## config.mk

```make
export PLATFORM = sky130hd
export DESIGN_NAME = dados_top
export DESIGN_NICKNAME = d
export VERILOG_FILES = /design/src/verilog/dados_pkg.sv /design/src/verilog/dados_top.sv
export SDC_FILE = /design/constraint.sdc
export NUM_CORES = 1
export LEC_CHECK = 0
export BUFFER_PORTS_ARGS = -buffer_cell sky130_fd_sc_hd__buf_4
export CAP_MARGIN = 10
export CORE_MARGIN = 2
export CORE_UTILIZATION = 45
export DETAILED_ROUTE_END_ITERATION = 8
export PLACE_DENSITY = 0.69
export SLEW_MARGIN = 20
export SYNTH_ARGS = -nofsm -noshare
export SYNTH_HDL_FRONTEND = slang
export SYNTH_SLANG_ARGS = --single-unit
```

## constraint.sdc

```tcl
create_clock -name aclk -period 2.8 [get_ports aclk]
set_clock_uncertainty 0.1 [all_clocks]
set_input_delay 0.14 -clock aclk [delete_from_list [all_inputs] [get_ports aclk]]
set_output_delay 0.14 -clock aclk [all_outputs]
set_load 0.03 [all_outputs]
```

## src/verilog/dados_pkg.sv

```systemverilog
// Constants, register map and carrier types for the converter pin-level block
package dados_pkg;
    localparam int          ADDR_W         = 8;
    localparam int          SAMPLE_W       = 12;
    localparam int          IRQ_W          = 3;
    localparam int          SER_INSTR_BITS = 8;
    localparam int          SER_DATA_BITS  = 32;
    localparam int          SER_FRAME_BITS = SER_INSTR_BITS + SER_DATA_BITS;
    localparam int          SYNC_PERIOD    = 16;

    localparam logic [7:0]  ADDR_CONFIG    = 8'h00;
    localparam logic [7:0]  ADDR_STATUS    = 8'h04;
    localparam logic [7:0]  ADDR_IRQ_STAT  = 8'h08;
    localparam logic [7:0]  ADDR_IRQ_EN    = 8'h0C;
    localparam logic [7:0]  ADDR_IRQ_CLR   = 8'h10;

    // Config word bit positions
    localparam int          CFG_POWER_DOWN = 0;
    localparam int          CFG_A_FALL     = 1;
    localparam int          CFG_B_FALL     = 2;
    localparam int          CFG_B_ON_A     = 3;
    localparam int          CFG_SYNC_DIS   = 4;
    localparam int          CFG_OVR_A_SYNC = 5;
    localparam int          CFG_OVR_B_SYNC = 6;
    localparam int          CFG_FOUR_WIRE  = 16;

    // Status and interrupt bit positions
    localparam int          ST_RUNNING     = 0;
    localparam int          ST_SYNC_ACTIVE = 1;
    localparam int          ST_OVR_A       = 2;
    localparam int          ST_OVR_B       = 3;
    localparam int          IRQ_OVR_A      = 0;
    localparam int          IRQ_OVR_B      = 1;
    localparam int          IRQ_SYNC       = 2;

    localparam logic [31:0] CONFIG_RESET   = 32'h0000_0000;
    localparam logic [1:0]  RESP_OKAY      = 2'h0;
    localparam logic [1:0]  RESP_SLVERR    = 2'h2;

    typedef struct packed {
        logic four_wire;
        logic ovr_b_sync;
        logic ovr_a_sync;
        logic sync_dis;
        logic b_on_a;
        logic b_fall;
        logic a_fall;
        logic power_down;
    } dados_cfg_s;

    function automatic dados_cfg_s word_to_cfg(input logic [31:0] w);
        return '{w[CFG_FOUR_WIRE], w[CFG_OVR_B_SYNC], w[CFG_OVR_A_SYNC], w[CFG_SYNC_DIS],
                 w[CFG_B_ON_A], w[CFG_B_FALL], w[CFG_A_FALL], w[CFG_POWER_DOWN]};
    endfunction

    function automatic logic [31:0] cfg_to_word(input dados_cfg_s c);
        logic [31:0] w;
        w = 32'h0000_0000;
        w[CFG_FOUR_WIRE]  = c.four_wire;
        w[CFG_OVR_B_SYNC] = c.ovr_b_sync;
        w[CFG_OVR_A_SYNC] = c.ovr_a_sync;
        w[CFG_SYNC_DIS]   = c.sync_dis;
        w[CFG_B_ON_A]     = c.b_on_a;
        w[CFG_B_FALL]     = c.b_fall;
        w[CFG_A_FALL]     = c.a_fall;
        w[CFG_POWER_DOWN] = c.power_down;
        return w;
    endfunction
endpackage

```

## src/verilog/dados_top.sv

```systemverilog
// Converter output pins, serial control port and AXI4-Lite register slave
//
// Decided for this implementation: the register offsets and the AXI4-Lite slave port.
`timescale 1ns/1ns
// How it works
// (RULE1) Runs only with enable high, no power-down
// (RULE2) Three-wire mode drives read data on sdio
// (RULE3) Four-wire mode never drives sdio
// (RULE4) Serial out driven only in four-wire mode
// (RULE5) Bus A carries 12-bit sample, DDR
// (RULE6) Bus B carries 12-bit sample, DDR
// (RULE7) Bus A clock forwarded, edge selectable
// (RULE8) Bus B clock forwarded, edge selectable
// (RULE9) Bus B optionally captured with A clock
// (RULE10) Alignment output, disable by config bit
// (RULE11) Bus A overrange flag follows input
// (RULE12) Bus B overrange flag follows input
// (RULE13) Overrange pins may carry alignment output
// (RULE14) Align input high resets dividers, starts output
// (RULE15) Config reset clears configuration asynchronously
// (RULE16) Serial frame held enabled, bits on sclk
module dados_top #(
    parameter int SYNC_PERIOD = dados_pkg::SYNC_PERIOD
) (
    input  wire logic                         aclk,                   // Clock, twice the sample rate
    input  wire logic                         aresetn,                // Sync reset, low
    input  wire logic [dados_pkg::ADDR_W-1:0] s_axi_awaddr,           // AXI write address
    input  wire logic                         s_axi_awvalid,          // AXI
    output logic                              s_axi_awready,          // AXI
    input  wire logic [31:0]                  s_axi_wdata,            // AXI write data
    input  wire logic [3:0]                   s_axi_wstrb,            // AXI byte enables
    input  wire logic                         s_axi_wvalid,           // AXI
    output logic                              s_axi_wready,           // AXI
    output logic [1:0]                        s_axi_bresp,            // AXI
    output logic                              s_axi_bvalid,           // AXI
    input  wire logic                         s_axi_bready,           // AXI
    input  wire logic [dados_pkg::ADDR_W-1:0] s_axi_araddr,           // AXI read address
    input  wire logic                         s_axi_arvalid,          // AXI
    output logic                              s_axi_arready,          // AXI
    output logic [31:0]                       s_axi_rdata,            // AXI read data
    output logic [1:0]                        s_axi_rresp,            // AXI
    output logic                              s_axi_rvalid,           // AXI
    input  wire logic                         s_axi_rready,           // AXI
    input  wire logic                         chip_enable,            // Enable pin, high
    input  wire logic                         config_reset_n,         // Async config reset
    input  wire logic                         sclk,                   // Serial clock pin
    input  wire logic                         serial_frame_enable_n,  // Frame pin, low
    input  wire logic                         sdio_in,                // Serial data pin in
    output logic                              sdio_out,               // Serial data pin out
    output logic                              sdio_oe,                // Serial data pin enable
    output logic                              serial_data_out,        // Serial out pin
    output logic                              serial_data_out_oe,     // Serial out enable
    input  wire logic                         align_reset_in,         // Align input pin
    input  wire logic [dados_pkg::SAMPLE_W-1:0] adc_a_sample,         // Core sample A
    input  wire logic [dados_pkg::SAMPLE_W-1:0] adc_b_sample,         // Core sample B
    input  wire logic                         adc_a_over,             // Core overrange A
    input  wire logic                         adc_b_over,             // Core overrange B
    output logic [dados_pkg::SAMPLE_W-1:0]    chan_a_data_bus,        // Bus A data
    output logic [dados_pkg::SAMPLE_W-1:0]    chan_b_data_bus,        // Bus B data
    output logic                              chan_a_fwd_clock,       // Bus A clock
    output logic                              chan_b_fwd_clock,       // Bus B clock
    output logic                              multi_device_align_out, // Alignment output
    output logic                              chan_a_overrange_flag,  // Bus A overrange
    output logic                              chan_b_overrange_flag,  // Bus B overrange
    output logic                              irq                     // Interrupt, high
);
    initial begin
        if (SYNC_PERIOD < 2 || SYNC_PERIOD > 256) begin
            $error("SYNC_PERIOD out of range");
        end
    end

    // Pin synchronisers
    logic [1:0] en_s, sclk_s, fe_s, sdi_s, al_s;
    logic       sclk_d1_q;
    always_ff @(posedge aclk) begin
        if (!aresetn) begin
            en_s      <= 2'h0;
            sclk_s    <= 2'h0;
            fe_s      <= 2'h3;
            sdi_s     <= 2'h0;
            al_s      <= 2'h0;
            sclk_d1_q <= 1'b0;
        end else begin
            en_s      <= {en_s[0], chip_enable};
            sclk_s    <= {sclk_s[0], sclk};
            fe_s      <= {fe_s[0], serial_frame_enable_n};
            sdi_s     <= {sdi_s[0], sdio_in};
            al_s      <= {al_s[0], align_reset_in};
            sclk_d1_q <= sclk_s[1];
        end
    end

    dados_pkg::dados_cfg_s     cfg_q;
    logic [dados_pkg::IRQ_W-1:0] irq_stat_q, irq_en_q;
    logic                      sync_active_q, ovr_a_q, ovr_b_q, align_prev_q;
    logic                      run_w;
    assign run_w = en_s[1] && !cfg_q.power_down;   // see RULE1

    function automatic logic [31:0] rd_mux(input logic [7:0] a);
        logic [31:0] v;
        v = 32'h0000_0000;
        if (a == dados_pkg::ADDR_CONFIG) begin
            v = dados_pkg::cfg_to_word(cfg_q);
        end else if (a == dados_pkg::ADDR_STATUS) begin
            v[dados_pkg::ST_RUNNING]     = run_w;
            v[dados_pkg::ST_SYNC_ACTIVE] = sync_active_q;
            v[dados_pkg::ST_OVR_A]       = ovr_a_q;
            v[dados_pkg::ST_OVR_B]       = ovr_b_q;
        end else if (a == dados_pkg::ADDR_IRQ_STAT) begin
            v[dados_pkg::IRQ_W-1:0] = irq_stat_q;
        end else if (a == dados_pkg::ADDR_IRQ_EN) begin
            v[dados_pkg::IRQ_W-1:0] = irq_en_q;
        end
        return v;
    endfunction

    // Serial port: 8 instruction bits (read flag, 7-bit word index), 32 data bits
    logic [5:0]  bit_cnt_q;
    logic [7:0]  instr_q;
    logic [31:0] ser_in_q, ser_out_q;
    logic        frame_w, rise_w, fall_w, ser_rd_w, ser_commit_w;
    assign frame_w      = !fe_s[1];
    assign rise_w       = frame_w && sclk_s[1] && !sclk_d1_q;
    assign fall_w       = frame_w && !sclk_s[1] && sclk_d1_q;
    assign ser_rd_w     = instr_q[7];
    assign ser_commit_w = rise_w && !ser_rd_w &&
                          bit_cnt_q == 6'(dados_pkg::SER_FRAME_BITS - 1);
    always_ff @(posedge aclk) begin
        if (!aresetn || !frame_w) begin   // see RULE16
            bit_cnt_q <= 6'h00;
            instr_q   <= 8'h00;
            ser_in_q  <= 32'h0000_0000;
            ser_out_q <= 32'h0000_0000;
        end else begin
            if (rise_w) begin
                bit_cnt_q <= bit_cnt_q + 6'h01;
                if (bit_cnt_q < 6'(dados_pkg::SER_INSTR_BITS)) begin
                    instr_q <= {instr_q[6:0], sdi_s[1]};
                end else begin
                    ser_in_q <= {ser_in_q[30:0], sdi_s[1]};
                end
                if (bit_cnt_q == 6'(dados_pkg::SER_INSTR_BITS - 1) && instr_q[6]) begin
                    ser_out_q <= rd_mux({instr_q[4:0], sdi_s[1], 2'h0});
                end
            end
            if (fall_w && bit_cnt_q > 6'(dados_pkg::SER_INSTR_BITS)) begin
                ser_out_q <= {ser_out_q[30:0], 1'b0};
            end
        end
    end

    logic rd_phase_w;
    assign rd_phase_w = frame_w && ser_rd_w && bit_cnt_q >= 6'(dados_pkg::SER_INSTR_BITS);
    always_ff @(posedge aclk) begin
        if (!aresetn) begin
            sdio_out           <= 1'b0;
            sdio_oe            <= 1'b0;
            serial_data_out    <= 1'b0;
            serial_data_out_oe <= 1'b0;
        end else begin
            sdio_out           <= ser_out_q[31];
            sdio_oe            <= rd_phase_w && !cfg_q.four_wire;  // see RULE2 see RULE3
            serial_data_out    <= ser_out_q[31];
            serial_data_out_oe <= rd_phase_w && cfg_q.four_wire;   // see RULE4
        end
    end

    // AXI4-Lite slave; address and data taken in either order
    logic        aw_full_q, w_full_q;
    logic [7:0]  aw_addr_q;
    logic [31:0] w_data_q, strb_mask_w, axi_word_w;
    logic [3:0]  w_strb_q;
    logic        aw_take_w, w_take_w, wr_do_w, ar_take_w, rvalid_d, aw_full_d, w_full_d;
    logic        cfg_we_w, en_we_w, clr_we_w, map_ok_w, rmap_ok_w;
    assign aw_take_w   = s_axi_awvalid && s_axi_awready;
    assign w_take_w    = s_axi_wvalid && s_axi_wready;
    // Serial commit wins the shared write port; the AXI write waits one cycle
    assign wr_do_w     = aw_full_q && w_full_q && !s_axi_bvalid && !ser_commit_w;
    assign aw_full_d   = (aw_full_q || aw_take_w) && !wr_do_w;
    assign w_full_d    = (w_full_q || w_take_w) && !wr_do_w;
    assign ar_take_w   = s_axi_arvalid && s_axi_arready;
    assign rvalid_d    = ar_take_w || (s_axi_rvalid && !s_axi_rready);
    assign strb_mask_w = {{8{w_strb_q[3]}}, {8{w_strb_q[2]}}, {8{w_strb_q[1]}}, {8{w_strb_q[0]}}};
    assign axi_word_w  = (dados_pkg::cfg_to_word(cfg_q) & ~strb_mask_w) | (w_data_q & strb_mask_w);
    assign cfg_we_w    = (wr_do_w && aw_addr_q == dados_pkg::ADDR_CONFIG) ||
                         (ser_commit_w && instr_q[6:0] == 7'h00);
    assign en_we_w     = wr_do_w && aw_addr_q == dados_pkg::ADDR_IRQ_EN;
    assign clr_we_w    = wr_do_w && aw_addr_q == dados_pkg::ADDR_IRQ_CLR;
    assign map_ok_w    = aw_addr_q == dados_pkg::ADDR_CONFIG || en_we_w || clr_we_w;
    assign rmap_ok_w   = s_axi_araddr <= dados_pkg::ADDR_IRQ_CLR && s_axi_araddr[1:0] == 2'h0;
    always_ff @(posedge aclk) begin
        if (!aresetn) begin
            aw_full_q <= 1'b0;
            w_full_q  <= 1'b0;
            aw_addr_q <= 8'h00;
            w_data_q  <= 32'h0000_0000;
            w_strb_q  <= 4'h0;
            s_axi_awready <= 1'b0;
            s_axi_wready  <= 1'b0;
            s_axi_bvalid  <= 1'b0;
            s_axi_bresp   <= dados_pkg::RESP_OKAY;
            s_axi_arready <= 1'b0;
            s_axi_rvalid  <= 1'b0;
            s_axi_rdata   <= 32'h0000_0000;
            s_axi_rresp   <= dados_pkg::RESP_OKAY;
        end else begin
            aw_full_q <= aw_full_d;
            w_full_q  <= w_full_d;
            if (aw_take_w) begin
                aw_addr_q <= s_axi_awaddr;
            end
            if (w_take_w) begin
                w_data_q <= s_axi_wdata;
                w_strb_q <= s_axi_wstrb;
            end
            s_axi_awready <= !aw_full_d;
            s_axi_wready  <= !w_full_d;
            s_axi_bvalid  <= wr_do_w || (s_axi_bvalid && !s_axi_bready);
            if (wr_do_w) begin
                s_axi_bresp <= map_ok_w ? dados_pkg::RESP_OKAY : dados_pkg::RESP_SLVERR;
            end
            s_axi_arready <= !rvalid_d;
            s_axi_rvalid  <= rvalid_d;
            if (ar_take_w) begin
                s_axi_rdata <= rd_mux(s_axi_araddr);
                s_axi_rresp <= rmap_ok_w ? dados_pkg::RESP_OKAY : dados_pkg::RESP_SLVERR;
            end
        end
    end

    // Configuration; the pin reset acts without the clock
    always_ff @(posedge aclk or negedge config_reset_n) begin
        if (!config_reset_n) begin   // see RULE15
            cfg_q    <= dados_pkg::word_to_cfg(dados_pkg::CONFIG_RESET);
            irq_en_q <= '0;
        end else if (!aresetn) begin
            cfg_q    <= dados_pkg::word_to_cfg(dados_pkg::CONFIG_RESET);
            irq_en_q <= '0;
        end else begin
            if (cfg_we_w) begin
                cfg_q <= dados_pkg::word_to_cfg(ser_commit_w ? ser_in_q << 1 | 32'(sdi_s[1])
                                                              : axi_word_w);
            end
            if (en_we_w) begin
                irq_en_q <= w_data_q[dados_pkg::IRQ_W-1:0];
            end
        end
    end

    // Output path: one sample per two clocks, clock edge mid-window
    logic       phase_q, raw_q, raw_d;
    logic [7:0] sync_cnt_q;
    logic       align_w, align_gen_w;
    assign align_w     = al_s[1];
    assign align_gen_w = sync_active_q && sync_cnt_q == 8'h00;
    assign raw_d       = (run_w && phase_q) ? !raw_q : raw_q;
    always_ff @(posedge aclk) begin
        if (!aresetn) begin
            phase_q <= 1'b0;
            raw_q   <= 1'b0;
            sync_cnt_q    <= 8'h00;
            sync_active_q <= 1'b0;
            align_prev_q  <= 1'b0;
            ovr_a_q <= 1'b0;
            ovr_b_q <= 1'b0;
            chan_a_data_bus  <= '0;
            chan_b_data_bus  <= '0;
            chan_a_fwd_clock <= 1'b0;
            chan_b_fwd_clock <= 1'b0;
            multi_device_align_out <= 1'b0;
            chan_a_overrange_flag  <= 1'b0;
            chan_b_overrange_flag  <= 1'b0;
        end else begin
            align_prev_q <= align_w;
            if (align_w) begin   // see RULE14
                phase_q       <= 1'b0;
                raw_q         <= 1'b0;
                sync_cnt_q    <= 8'h00;
                sync_active_q <= 1'b1;
            end else if (run_w) begin
                phase_q <= !phase_q;
                raw_q   <= raw_d;
                if (!phase_q) begin
                    sync_cnt_q <= (sync_cnt_q == 8'(SYNC_PERIOD - 1)) ? 8'h00
                                                                      : sync_cnt_q + 8'h01;
                end
            end
            if (!run_w) begin   // see RULE1
                chan_a_data_bus <= '0;
                chan_b_data_bus <= '0;
                ovr_a_q <= 1'b0;
                ovr_b_q <= 1'b0;
            end else if (!phase_q && !align_w) begin
                chan_a_data_bus <= adc_a_sample;   // see RULE5
                chan_b_data_bus <= adc_b_sample;   // see RULE6
                ovr_a_q <= adc_a_over;
                ovr_b_q <= adc_b_over;
            end
            chan_a_fwd_clock <= (align_w ? 1'b0 : raw_d) ^ cfg_q.a_fall;   // see RULE7
            // Shared capture clock: bus B takes bus A edge choice
            chan_b_fwd_clock <= (align_w ? 1'b0 : raw_d) ^
                                (cfg_q.b_on_a ? cfg_q.a_fall : cfg_q.b_fall);   // see RULE8 see RULE9
            multi_device_align_out <= run_w && align_gen_w && !cfg_q.sync_dis;   // see RULE10
            chan_a_overrange_flag <= cfg_q.ovr_a_sync ? (run_w && align_gen_w)   // see RULE13
                                                      : (run_w && adc_a_over);   // see RULE11
            chan_b_overrange_flag <= cfg_q.ovr_b_sync ? (run_w && align_gen_w)
                                                      : (run_w && adc_b_over);   // see RULE12
        end
    end

    // Sticky events; a new event beats a clear in the same cycle
    logic [dados_pkg::IRQ_W-1:0] ev_w;
    assign ev_w = {align_w && !align_prev_q, run_w && adc_b_over, run_w && adc_a_over};
    genvar gi;
    generate
        for (gi = 0; gi < dados_pkg::IRQ_W; gi++) begin : g_irq
            always_ff @(posedge aclk) begin
                if (!aresetn) begin
                    irq_stat_q[gi] <= 1'b0;
                end else if (ev_w[gi]) begin
                    irq_stat_q[gi] <= 1'b1;
                end else if (clr_we_w && w_data_q[gi] && w_strb_q[0]) begin
                    irq_stat_q[gi] <= 1'b0;
                end
            end
        end
    endgenerate
    always_ff @(posedge aclk) begin
        if (!aresetn) begin
            irq <= 1'b0;
        end else begin
            irq <= |(irq_stat_q & irq_en_q);
        end
    end
endmodule
```

* After elaboration in Yosys (flattened, before gate mapping)
Index checks and enable logic that the tools add are counted.
** Word-level totals
- Register bits :: 205
- Output and inout port bits :: 75
** Cells by class
- $add $sub $neg :: 2
- Magnitude comparators :: 4
- Equality and inequality tests :: 13
- Mux-type cells :: 34
- Bitwise gates (word level) :: 11
- Reduce and logical (&&, ||, !) cells :: 90
** Operators with widths (count)
- $mux W32 :: 3
- $logic_and A1 B1 Y1 :: 42
- $and A17 B17 Y17 :: 2
- $eq A8 B4 Y1 const B :: 4
- $mux W13 :: 2
- $logic_not A8 Y1 :: 3
- $mux W3 :: 8
- $mux W8 :: 3
- $logic_not A1 Y1 :: 20
- $mux W17 :: 1
- $not A17 Y17 :: 1
- $or A17 B1 Y17 :: 1
- $or A17 B17 Y17 :: 1
- $mux W1 :: 13
- $eq A6 B2 Y1 const B :: 2
- $reduce_and A2 Y1 :: 6
- $reduce_bool A2 Y1 :: 5
- $add A8 B1 Y8 const B :: 1
- $eq A8 B3 Y1 const B :: 1
- $eq A8 B5 Y1 const B :: 1
- $le A8 B5 Y1 const B :: 1
- $logic_or A1 B1 Y1 :: 8
- $mux W4 :: 2
- $logic_not A7 Y1 :: 1
- other kinds (16) :: 22

* Depth between registers and ports, before layout
Gate-level depths: netlist of the first run.
- Depth after elaboration :: 12
- Gate-level depth with buffers :: 8
- Gate-level depth less buffers :: 6

* Worst setup path before layout of the first run
OpenSTA, ideal clock, no wires.
- Kind :: register to register
- From :: reg bit_cnt_q[3]
- To :: reg ser_out_q[3]
- Setup time :: 0.074 ns
- Arrival :: 1.971 ns
- Data required time :: 2.626 ns
- Path slack :: 0.655 ns
- Stages on the path, launching flop included :: 7
- Clock period less this slack :: 2.145 ns
- Cell sequence :: dfxtp_1 buf_6 or4b_1 or3_1 clkbuf_1 or4_1 a31oi_1
** Between the ends
- Cells in the longest elaborated chain, start to end :: 4
** Ends and longest elaborated chain
- from (decl) :: line dados_top.sv:119 : logic [5:0] bit_cnt_q;
- from (signal assigned) :: line dados_top.sv:137 : bit_cnt_q <= bit_cnt_q + 6'h01;
- $gt A6 B4 Y1 or $eq A6 B3 Y1 (tied branches) :: line dados_top.sv:147, dados_top.sv:143
- $logic_and A1 B1 Y1 (on tied branches) :: line dados_top.sv:147, dados_top.sv:143
- $reduce_bool A2 Y1 (no source line)
- $reduce_and A2 Y1 (no source line)
- to (signal assigned) :: line dados_top.sv:144 : ser_out_q <= rd_mux({instr_q[4:0], sdi_s[1], 2'h0});
- to (signal assigned) :: line dados_top.sv:148 : ser_out_q <= {ser_out_q[30:0], 1'b0};
- to (decl) :: line dados_top.sv:121 : logic [31:0] ser_in_q, ser_out_q;
Parallel ways exist; a longest one is shown, timed or not.
A chain may end at the register's enable or synchronous reset.

* Worst setup path after layout of the first run
- From :: reg aw_addr_q[1]
- To :: reg cfg_q[6] (netlist bit)
** Between the ends
- Cells in the longest elaborated chain, start to end :: 4
** Ends and longest elaborated chain
- from (decl) :: line dados_top.sv:171 : logic [7:0] aw_addr_q;
- from (signal assigned) :: line dados_top.sv:211 : aw_addr_q <= s_axi_awaddr;
- $logic_not A8 Y1 :: line dados_top.sv:186 : assign cfg_we_w = (wr_do_w && aw_addr_q == dados_pkg::ADDR_CONFIG) ||
- $logic_and A1 B1 Y1 :: line dados_top.sv:186
- $logic_or A1 B1 Y1 :: line dados_top.sv:186
- $ne A2 B1 Y1 (no source line)
- to (signal assigned) :: line dados_top.sv:235 : cfg_q <= dados_pkg::word_to_cfg(dados_pkg::CONFIG_RESET);
- to (signal assigned) :: line dados_top.sv:238 : cfg_q <= dados_pkg::word_to_cfg(dados_pkg::CONFIG_RESET);
- to (signal assigned) :: line dados_top.sv:242 : cfg_q <= dados_pkg::word_to_cfg(ser_commit_w ? ser_in_q << 1 | 32'(sdi_s[1])
- to (decl) :: line dados_top.sv:94 : dados_pkg::dados_cfg_s cfg_q;
Every way passes these cells.

==> results of run 1 <==
-- power groups by stage --
stage	clock, W	combinational [W]	sequential [W]
2_1_floorplan	0	0.000216	0.00255
3_3_place_gp	0	0.000332	0.00254
3_5_place_dp	0	0.000334	0.00254
4_1_cts	0.00256	0.000411	0.00248
5_1_grt	0.00266	0.000452	0.00249
6_report	0.00252	0.000417	0.00248
-- cells in the mapped netlist, types with 5 or more instances --
master	number
buf_4	27
dfrtp_1	11
mux2_2	8
nand4_1	6
buf_1	8
a21oi_1	113
nand2_1	145
nand3_1	61
o2111ai_1	6
or4_1	6
and2_1	21
o21ai_0	11
mux2i_1	14
xor2_1	7
a221oi_1	6
clkbuf_1	48
dfxtp_1	158
nor3_1	12
inv_1	8
a22oi_1	5
nand3b_1	7
o211ai_1	28
nor2_1	47
nand2b_1	9
nor4_1	9
or3_1	6
-- registers in the layout (all words and copies together), names as in the netlist, 2 cells and up --
signal and count:
aw_addr_q 8, s_axi_rdata 8, irq_stat_q 3, sync_cnt_q 8
sdi_s 2, w_data_q 8, chan_a_data_bus 12, chan_b_data_bus 12
w_strb_q 2, fe_s 2, en_s 2, irq_en_q 3
ser_out_q 32, sclk_s 2, instr_q 8, ser_in_q 16
al_s 2, cfg_q 8, bit_cnt_q 6
-- per-stage QoR --
step                util, %  hold slack, ps
detailed placement     51.3            -113
global route           59.7            86.2
global placement       51.3            -114
CTS                    59.7            39.4
floorplan                 -            -256
finish                 59.7            63.8
-- cell families after synthesis --
kind of cell / after synthesis / synth area share, %
buf+inv: 93 / 6.43
other cells: 1 / 0.0525
xor+xnor: 11 / 1.35
flops: 169 / 48.2
compound gates: 184 / 15.3
simple gates: 350 / 23.5
mux: 26 / 4.49
fa+ha+maj: 4 / 0.701
-- per-layer routing --
metal / up-vias / share of wire [%] / GRT usage [%]
met3: 20 / 6.2 / 4.88
met1: 3029 / 45 / 28.6
met5: - / 0 / 0
met2: 175 / 47 / 34.6
li1: 3209 / - / -
met4: 0 / 1.4 / 7.65
-- worst max-delay path, stage by stage, from the launching register on --
cell and delay, ps:
dfxtp_1 300, or4_1 620, nor4b_1 370, mux2_2 350
mux2_2 370
-- path summary, 6_finish.rpt --
check	end	slack (ps)	cells after the start
max reg2reg	cfg_q[6]	570	4
max	cfg_q[6]	570	4
min in group asynchronous	irq_en_q[1]	520	3
max in group asynchronous	cfg_q[1]	1050	4
min	s_axi_rdata[3]	60	4
min reg2reg	fe_s[1]	310	1
-- layout by cell type, fill, tap and decap left out, types with 7 or more instances in the layout --
cell type      count
dfxtp_1          158
nand2_1          145
buf_4            130
a21oi_1          113
dlygate4sd3_1     69
nand3_1           61
nor2_1            47
o211ai_1          28
conb_1            26
and2_1            21
clkbuf_16         17
mux2i_1           14
nor3_1            12
o21ai_0           11
dfrtp_1           11
nor4_1             9
inv_1              8
nand2b_1           8
mux2_2             8
xor2_1             7
nand3b_1           7
-- layout make-up --
cell class	count	share of cell area [%]
Clock buffer	21	5.01
Clock inverter	11	1.79
Inverter	8	0.320
Multi-Input combinational cell	601	35.6
Sequential cell	169	36.6
Tap cell	216	2.88
Timing Repair Buffer	199	17.8
==> flow_summary_export.csv, run 1 <==
group,metric,value,unit
place,gp_congestion,0.804,
place,post-dp-hpwl,11000,um
clock_tree,cts_buffer_depth,2,
die,rows,46,
routing,drtPass1Iterations,5,
clock_tree,cts_max_level,4,
die,dieArea,16900,um2
finish,nNetsFinal,1091,
logic_synthesis,async_reset_ff_share,6.51,%
worst_setup_path,worstSetupEndpointType,"flip-flop",
logic_synthesis,synth_area_leaders,"dfxtp_1 (44%), a21oi_1 (7.9%), nand2_1 (7.6%)",
timing,final.min_clock_period,2230,ps
die,die_y,130,um
logic_synthesis,ys_ff_latch,169,
die,start_util,45.4,%
timing,maxSlewViolCount,0,
power_and_ir_drop,fin_total_pwr,0.00542,W
timing,rsz0062_at_grt,"no",
global_routing,antenna_found_initial,0,
timing,final.period_utilization,79.5,%
power_and_ir_drop,power_density,577,nW/um2
place,dpl_cell_area,8060,um2
clock_tree,path_clk_slew,60,ps
finish,area_delta_synth_final,31.5,%
worst_setup_path,critPathLaunch,"aw_addr_q[1]",
clock_tree,cts_root_buf,"clkbuf_16",
power_and_ir_drop,sequentialPowerShare,45.8,%
power_and_ir_drop,switching_share,22.5,%
logic_synthesis,yosysSeqAreaShare,48.2,%
run_status,status,"finished, final reports clean",
timing,relSlewSlack,53.6,%
worst_setup_path,critPathLaunchType,"flip-flop",
place,dp_cells,1124,
logic_synthesis,synth_area_per_cell,8.52,um2
worst_setup_path,crit_path_max_fanout,8,
routing,viasPerCell,5.25,
clock_tree,cts_tree,"built",
logic_synthesis,synth_edf_count,0,
logic_synthesis,yosysUniqueCellTypes,53,
timing,tightest_slew,690,ps
power_and_ir_drop,ir_worst_vdd,0.429,mV
die,die_width,130,um
logic_synthesis,yosys_most_used_dff,"dfxtp_1",
power_and_ir_drop,p_leak,3.57,nW
power_and_ir_drop,switching_power,0.00122,W
routing,wl,17800,um
finish,antennaDiodeCount,0,
logic_synthesis,syn_area,7140,um2
min_path,min_from,"s_axi_araddr[3]",
flow_run,drv_cap,0,
clock_tree,clkSinkCount,169,
worst_setup_path,timing.rr.start,"aw_addr_q[1]",
logic_synthesis,synth_top_area_share,44.3,%
logic_synthesis,netlist_instances,838,
routing,avgRoutedWirePerCell,14.5,um
routing,drc,0,
power_and_ir_drop,power_frac_comb,7.7,%
timing,tns,0,ps
finish,seq_area,3440,um2
place,io_buffers,113,
clock_tree,cts_buffers,17,
power_and_ir_drop,p_int,0.00420,W
routing,postRouteAntennaNets,0,
min_path,hold_class,"in -> reg",
finish,drive_gt1_share,17.5,%
clock_tree,ctsResizeCount,0,
global_routing,grt-ovfl-total,0,
global_routing,grt_max_degree,56,
finish,final_area,9390,um2
clock_tree,postCtsHoldBufs,69,
global_routing,grt_pass1_wl,28900,um
timing,fin_ws,574,ps
worst_setup_path,cp_data_arrival_time,2440,ps
global_routing,grt_use_total,21.5,%
timing,setup_violations,0,
finish,multiInputGateArea,3340,um2
worst_setup_path,path_class,"reg -> reg",
logic_synthesis,yosys.area.top_type,"dfxtp_1",
place,pre_cts_ws,577,ps
timing,hold_viol,0,
finish,fill_cells,1381,
logic_synthesis,yosys_warnings,0,
die,core,15700,um2
global_routing,grt_pass1_vias,5902,
clock_tree,cts_setup_buffers,0,
routing,drtIter0Drc,525,
clock_tree,clk_latency,430,ps
routing,vias,6433,
finish,fin_cells,1225,
die,boundaryPins,166,
power_and_ir_drop,clkPwrFrac,46.5,%
worst_setup_path,cp.required,3010,ps
timing,fmaxAchievable,449,MHz
No activity file was read; power rests on OpenSTA's default activity.
==> run 2: changes to the inputs <==
ABC_AREA = 1   (was not set)
PLACE_DENSITY = 0.71   (was 0.69)
clock period = 2 ns   (was 2.8 ns; I/O delays follow)
==> flow_summary_export.csv, run 2 <==
group,metric,value,unit
min_path,hold_class,"in -> reg",
routing,vias,6801,
finish,mostFrequentLayoutCells,"nand2_1 (211), dfxtp_1 (158), buf_4 (128), nor2_1 (108), a21oi_1 (104)",
timing,relSlewSlack,52.8,%
routing,postRouteAntennaNets,0,
finish,final_common_cell,"nand2_1",
die,rows,46,
logic_synthesis,synth_area_per_cell,7.39,um2
clock_tree,cts_tree,"built",
worst_setup_path,path_class,"reg -> reg",
routing,drtIter0Drc,449,
worst_setup_path,r2r_slack,190,ps
worst_setup_path,worstPathCellList,"ha_1 > nand2_2 > nor2_4 > nand2_1 > nor2_2 > nor2_2 > nand2_2 > nand3_4 > nand2_1 > nand2_1",
worst_setup_path,cp_data_arrival_time,2020,ps
timing,fin_ws,190,ps
global_routing,grt_pass1_wl,29800,um
logic_synthesis,yosys.area.top_type,"dfxtp_1",
die,die_y,130,um
logic_synthesis,ys_ff_latch,169,
power_and_ir_drop,power_density,828,nW/um2
logic_synthesis,yosys_warnings,0,
routing,met1_length,8260,um
timing,maxSlewViolCount,0,
worst_setup_path,critPathLaunchType,"flip-flop",
logic_synthesis,synth_edf_count,0,
place,post-dp-hpwl,11900,um
clock_tree,cts_max_level,4,
logic_synthesis,synth.most_common_cell,"nand2_1",
finish,drive_gt1_share,16.7,%
die,dieArea,16900,um2
power_and_ir_drop,p_leak,4.06,nW
clock_tree,cts_root_buf,"clkbuf_16",
logic_synthesis,synth_top_area_share,44.2,%
timing,fmaxAchievable,553,MHz
timing,final.period_utilization,90.5,%
logic_synthesis,async_reset_ff_share,6.51,%
finish,reg_top3,"ser_out_q: 32 flops, ser_in_q: 16 flops",
die,start_util,45.5,%
routing,wl,18400,um
die,boundaryPins,166,
finish,area_delta_synth_final,31.7,%
worst_setup_path,slowest_delay,370,ps
worst_setup_path,cp_num_buf_inv,0,
routing,drc,0,
clock_tree,clkSinkCount,169,
timing,tns,0,ps
place,gp_congestion,0.899,
die,core,15700,um2
global_routing,grt_use_total,22.1,%
clock_tree,cts_buffer_depth,2,
die,die_width,130,um
routing,route.met2.wl,8670,um
finish,largest_reg_flops,32,
timing,final.min_clock_period,1810,ps
clock_tree,clk_latency,430,ps
finish,regMostFlops,"ser_out_q",
routing,met3_length,1130,um
timing,tightest_slew,703,ps
worst_setup_path,crit_path_max_fanout,9,
logic_synthesis,synth_area_leaders,"dfxtp_1 (44%), nand2_1 (11%), a21oi_1 (7.3%)",
routing,drtPass1Iterations,5,
clock_tree,cts_buffers,17,
worst_setup_path,cpMaxStageDelayCell,"dfxtp_1",
logic_synthesis,netlist_instances,967,
timing,setup_violations,0,
clock_tree,postCtsHoldBufs,63,
place,pre_cts_ws,225,ps
logic_synthesis,yosys_most_used_dff,"dfxtp_1",
clock_tree,path_clk_slew,60,ps
logic_synthesis,synth_common_cells,"nand2_1 (211), dfxtp_1 (158), nor2_1 (108), a21oi_1 (104), inv_1 (83)",
logic_synthesis,syn_area,7150,um2
worst_setup_path,crit_top_cell,"nand2_1",
global_routing,grt-ovfl-total,0,
clock_tree,ctsResizeCount,0,
routing,avgRoutedWirePerCell,13.4,um
timing,rsz0062_at_grt,"no",
flow_run,drv_cap,0,
power_and_ir_drop,ir_worst_vdd,0.576,mV
routing,top_layer,"met4",
routing,viasPerCell,4.97,
worst_setup_path,worstSetupEndpointType,"flip-flop",
finish,nNetsFinal,1235,
clock_tree,cts_setup_buffers,0,
global_routing,antenna_found_initial,1,
global_routing,grt_pass1_vias,6489,
timing,hold_viol,0,
logic_synthesis,yosysSeqAreaShare,48.1,%
logic_synthesis,yosysUniqueCellTypes,36,
run_status,status,"finished, final reports clean",
worst_setup_path,cp.required,2210,ps
worst_setup_path,critPathTopFamily,"simple AND/OR/NAND/NOR gates",
place,io_buffers,113,
global_routing,grt_max_degree,34,
-- run 2: cell types whose count changed after synthesis, moves of 21 or more --
cell,change
inv_1,+75
nand2_1,+66
o21ai_0,+63
nor2_1,+61
clkbuf_1,-28
o211ai_1,-21
-- run 2: final cells by class --
cell class,count,area (um2)
antenna,1,2.50
clock buffer,20,447
clock inverter,11,195
fill,1420,6290
inverter,92,345
multi-input combinational,666,3070
sequential,169,3440
tap,216,270
timing repair buffer,194,1650
-- run 2: metal layers --
metal  global-route usage [%]  vias up
met4                     7.65        0
met3                     5.74       22
met1                     27.7     3146
met5                        0        -
met2                     37.0      204
li1                         -     3429
-- run 2: cell families (layout without fill, tap and decap cells) --
| logic type | Yosys count | count (layout) | share of synthesized area (%) |
|---|---|---|---|
| simple gates | 443 | 443 | 26.7 |
| compound gates | 190 | 190 | 13.7 |
| flops | 169 | 169 | 48.1 |
| buf+inv | 157 | 317 | 10.3 |
| fa+ha+maj | 4 | 4 | 0.700 |
| mux | 2 | 2 | 0.315 |
| other cells | 1 | 27 | 0.0524 |
| xor+xnor | 1 | 1 | 0.123 |
-- run 2: where the power goes --
group / internal (W) / leakage, nW / switching, W
sequential: 0.00345 / 1.44 / 0.0000599
clock: 0.00225 / 0.303 / 0.00135
combinational: 0.000291 / 2.33 / 0.000399
-- run 2: path summary, 6_finish.rpt --
check,from,cells after the start,end
worst max register to register,bit_cnt_q[0],10,cfg_q[0]
max in group asynchronous,config_reset_n,3,irq_en_q[2]
worst min register to register,sdi_s[0],2,sdi_s[1]
min in group asynchronous,config_reset_n,3,cfg_q[5]
worst min-delay path,s_axi_arvalid,4,s_axi_rdata[1]
worst max-delay path,bit_cnt_q[0],10,cfg_q[0]
-- run 2: metrics by stage --
stage               hold WS (ps)  area, um2  total power, W  utilization, %  std cells
detailed placement          -154       8140         0.00416            51.8       1274
global route                48.4       9420         0.00806            59.9       1369
floorplan                   -296       7240         0.00397               -        992
finish                      26.0       9420         0.00779            59.9       1369
global placement            -154       8140         0.00415            51.8       1274
CTS                         4.32       9420         0.00783            59.9       1368
-- run 2: worst min-delay path: cells and delay by family --
| family | cells | cell delay, ps |
|---|---|---|
| AOI/OAI and AO/OA | 1 | 50 |
| buffers and inverters | 1 | 80 |
| and+or+nand+nor | 2 | 280 |
==> run 3: changes to the inputs <==
CELL_PAD_IN_SITES_DETAIL_PLACEMENT = 0   (was not set)
CELL_PAD_IN_SITES_GLOBAL_PLACEMENT = 1   (was not set)
CORE_UTILIZATION = 35   (was 45)
PLACE_DENSITY = not set   (was 0.71)
PLACE_DENSITY_LB_ADDON = 0.1   (was not set)
==> flow_summary_export.csv, run 3 (synthesis gave the netlist of run 2 again) <==
group,metric,value,unit
run_status,status,"finished, final reports clean",
power_and_ir_drop,power_density,824,nW/um2
die,dieArea,21600,um2
clock_tree,clk_latency,420,ps
clock_tree,path_clk_slew,60,ps
timing,fmaxAchievable,529,MHz
finish,area_delta_synth_final,32.3,%
routing,wl,18400,um
routing,postRouteAntennaNets,0,
die,start_util,35.5,%
worst_setup_path,critPathLaunch,"s_axi_araddr[4]",
global_routing,grt_max_degree,62,
min_path,hold_class,"in -> reg",
die,boundaryPins,166,
routing,drtIter0Drc,300,
routing,viasPerCell,4.57,
worst_setup_path,crit_top_cell,"dlygate4sd3_1",
finish,nNetsFinal,1237,
global_routing,grt_pass1_vias,6099,
min_path,min_from,"s_axi_araddr[2]",
finish,final_common_cell,"nand2_1",
finish,drive_gt1_share,17.5,%
flow_run,drv_cap,0,
clock_tree,clkSinkCount,169,
timing,whs,36.2,ps
power_and_ir_drop,ir_worst_vdd,0.575,mV
finish,regMostFlops,"ser_out_q",
timing,final.min_clock_period,1890,ps
worst_setup_path,critPathLaunchType,"primary input",
timing,hold_viol,0,
finish,mostFrequentLayoutCells,"nand2_1 (211), dfxtp_1 (158), buf_4 (137), nor2_1 (108), a21oi_1 (104)",
finish,antennaDiodeCount,0,
global_routing,grt_use_total,17.2,%
clock_tree,cts_buffer_depth,2,
timing,maxSlewViolCount,0,
global_routing,grt_pass1_wl,30300,um
timing,tightest_slew,769,ps
die,rows,52,
clock_tree,cts_root_buf,"clkbuf_16",
finish,fin_util,46.9,%
routing,drc,0,
worst_setup_path,worstSetupEndpointType,"flip-flop",
worst_setup_path,path_class,"in -> reg",
worst_setup_path,cpMaxStageDelayCell,"dlygate4sd3_1",
finish,largest_reg_flops,32,
timing,rsz0062_at_grt,"no",
timing,relSlewSlack,48.4,%
timing,fin_ws,108,ps
worst_setup_path,crit_path_max_fanout,2,
timing,setup_violations,0,
die,die_width,147,um
routing,drtPass1Iterations,4,
timing,tns,0,ps
global_routing,grt-ovfl-total,0,
global_routing,antenna_found_initial,0,
place,gp_congestion,0.763,
place,io_buffers,113,
worst_setup_path,worstPathCellList,"dlygate4sd3_1 > buf_4 > a21oi_1 > dlygate4sd3_1 > a21oi_1 > dlygate4sd3_1",
worst_setup_path,cp.required,2210,ps
clock_tree,cts_tree,"built",
finish,reg_top3,"ser_out_q: 32 flops, ser_in_q: 16 flops",
worst_setup_path,slowest_delay,560,ps
clock_tree,cts_max_level,4,
die,core,20200,um2
worst_setup_path,timing.rr.start,"bit_cnt_q[0]",
place,post-dp-hpwl,12600,um
power_and_ir_drop,p_leak,4.07,nW
die,die_y,147,um
worst_setup_path,cp_data_arrival_time,2100,ps
routing,avgRoutedWirePerCell,12.9,um
routing,vias,6515,
clock_tree,cts_buffers,17,
timing,final.period_utilization,94.6,%
place,pre_cts_ws,184,ps
## run 3: worst paths after layout
check,slack (ps),cells past startpoint,to
setup reg to reg,210,10,cfg_q[7]
hold / removal,40,6,s_axi_rdata[2]
hold reg to reg,310,2,sdi_s[1]
max in group asynchronous,740,3,cfg_q[0]
setup / recovery,110,6,s_axi_rresp[1]
min in group asynchronous,680,3,cfg_q[2]
## run 3: area by class of cell
class,instances,area (um2)
Clock buffer,22,484
Tap cell,270,338
Sequential cell,169,3440
Fill cell,2067,10700
Inverter,92,349
Timing Repair Buffer,196,1620
Clock inverter,10,163
Multi-Input combinational cell,666,3070
## run 3: critical path, delay by kind of cell
kind	cells	cell delay [ps]
buffers and inverters	4	1810
AO/OA/AOI/OAI	2	190
## run 3: power by group
| part | leakage [nW] | internal, W | switching [W] |
|---|---|---|---|
| combinational | 2.32 | 0.000287 | 0.000395 |
| sequential | 1.44 | 0.00345 | 0.0000567 |
| clock | 0.313 | 0.00223 | 0.00138 |
## run 3: layer usage
metal / part of all wire, % / track usage [%] / vias up
li1: - / - / 3432
met1: 50 / 23.8 / 2931
met2: 45 / 27.3 / 140
met3: 4.3 / 3.54 / 12
met4: 0.97 / 5.05 / 0
met5: 0 / 0 / -
## run 3: what timing repair did
item	4_1_cts	5_1_grt
hold buffers	58	0
setup endpoints to repair	0	1
hold endpoints to repair	67	0
buffers inserted	0	3
resized for setup	0	2
## run 3: through the flow
step | power [W] | area (um2) | cells
5_1_grt | 0.00812 | 9460 | 1425
4_1_cts | 0.00788 | 9430 | 1422
6_report | 0.00780 | 9460 | 1425
2_1_floorplan | 0.00397 | 7240 | 992
3_5_place_dp | 0.00417 | 8200 | 1332
3_3_place_gp | 0.00416 | 8200 | 1332
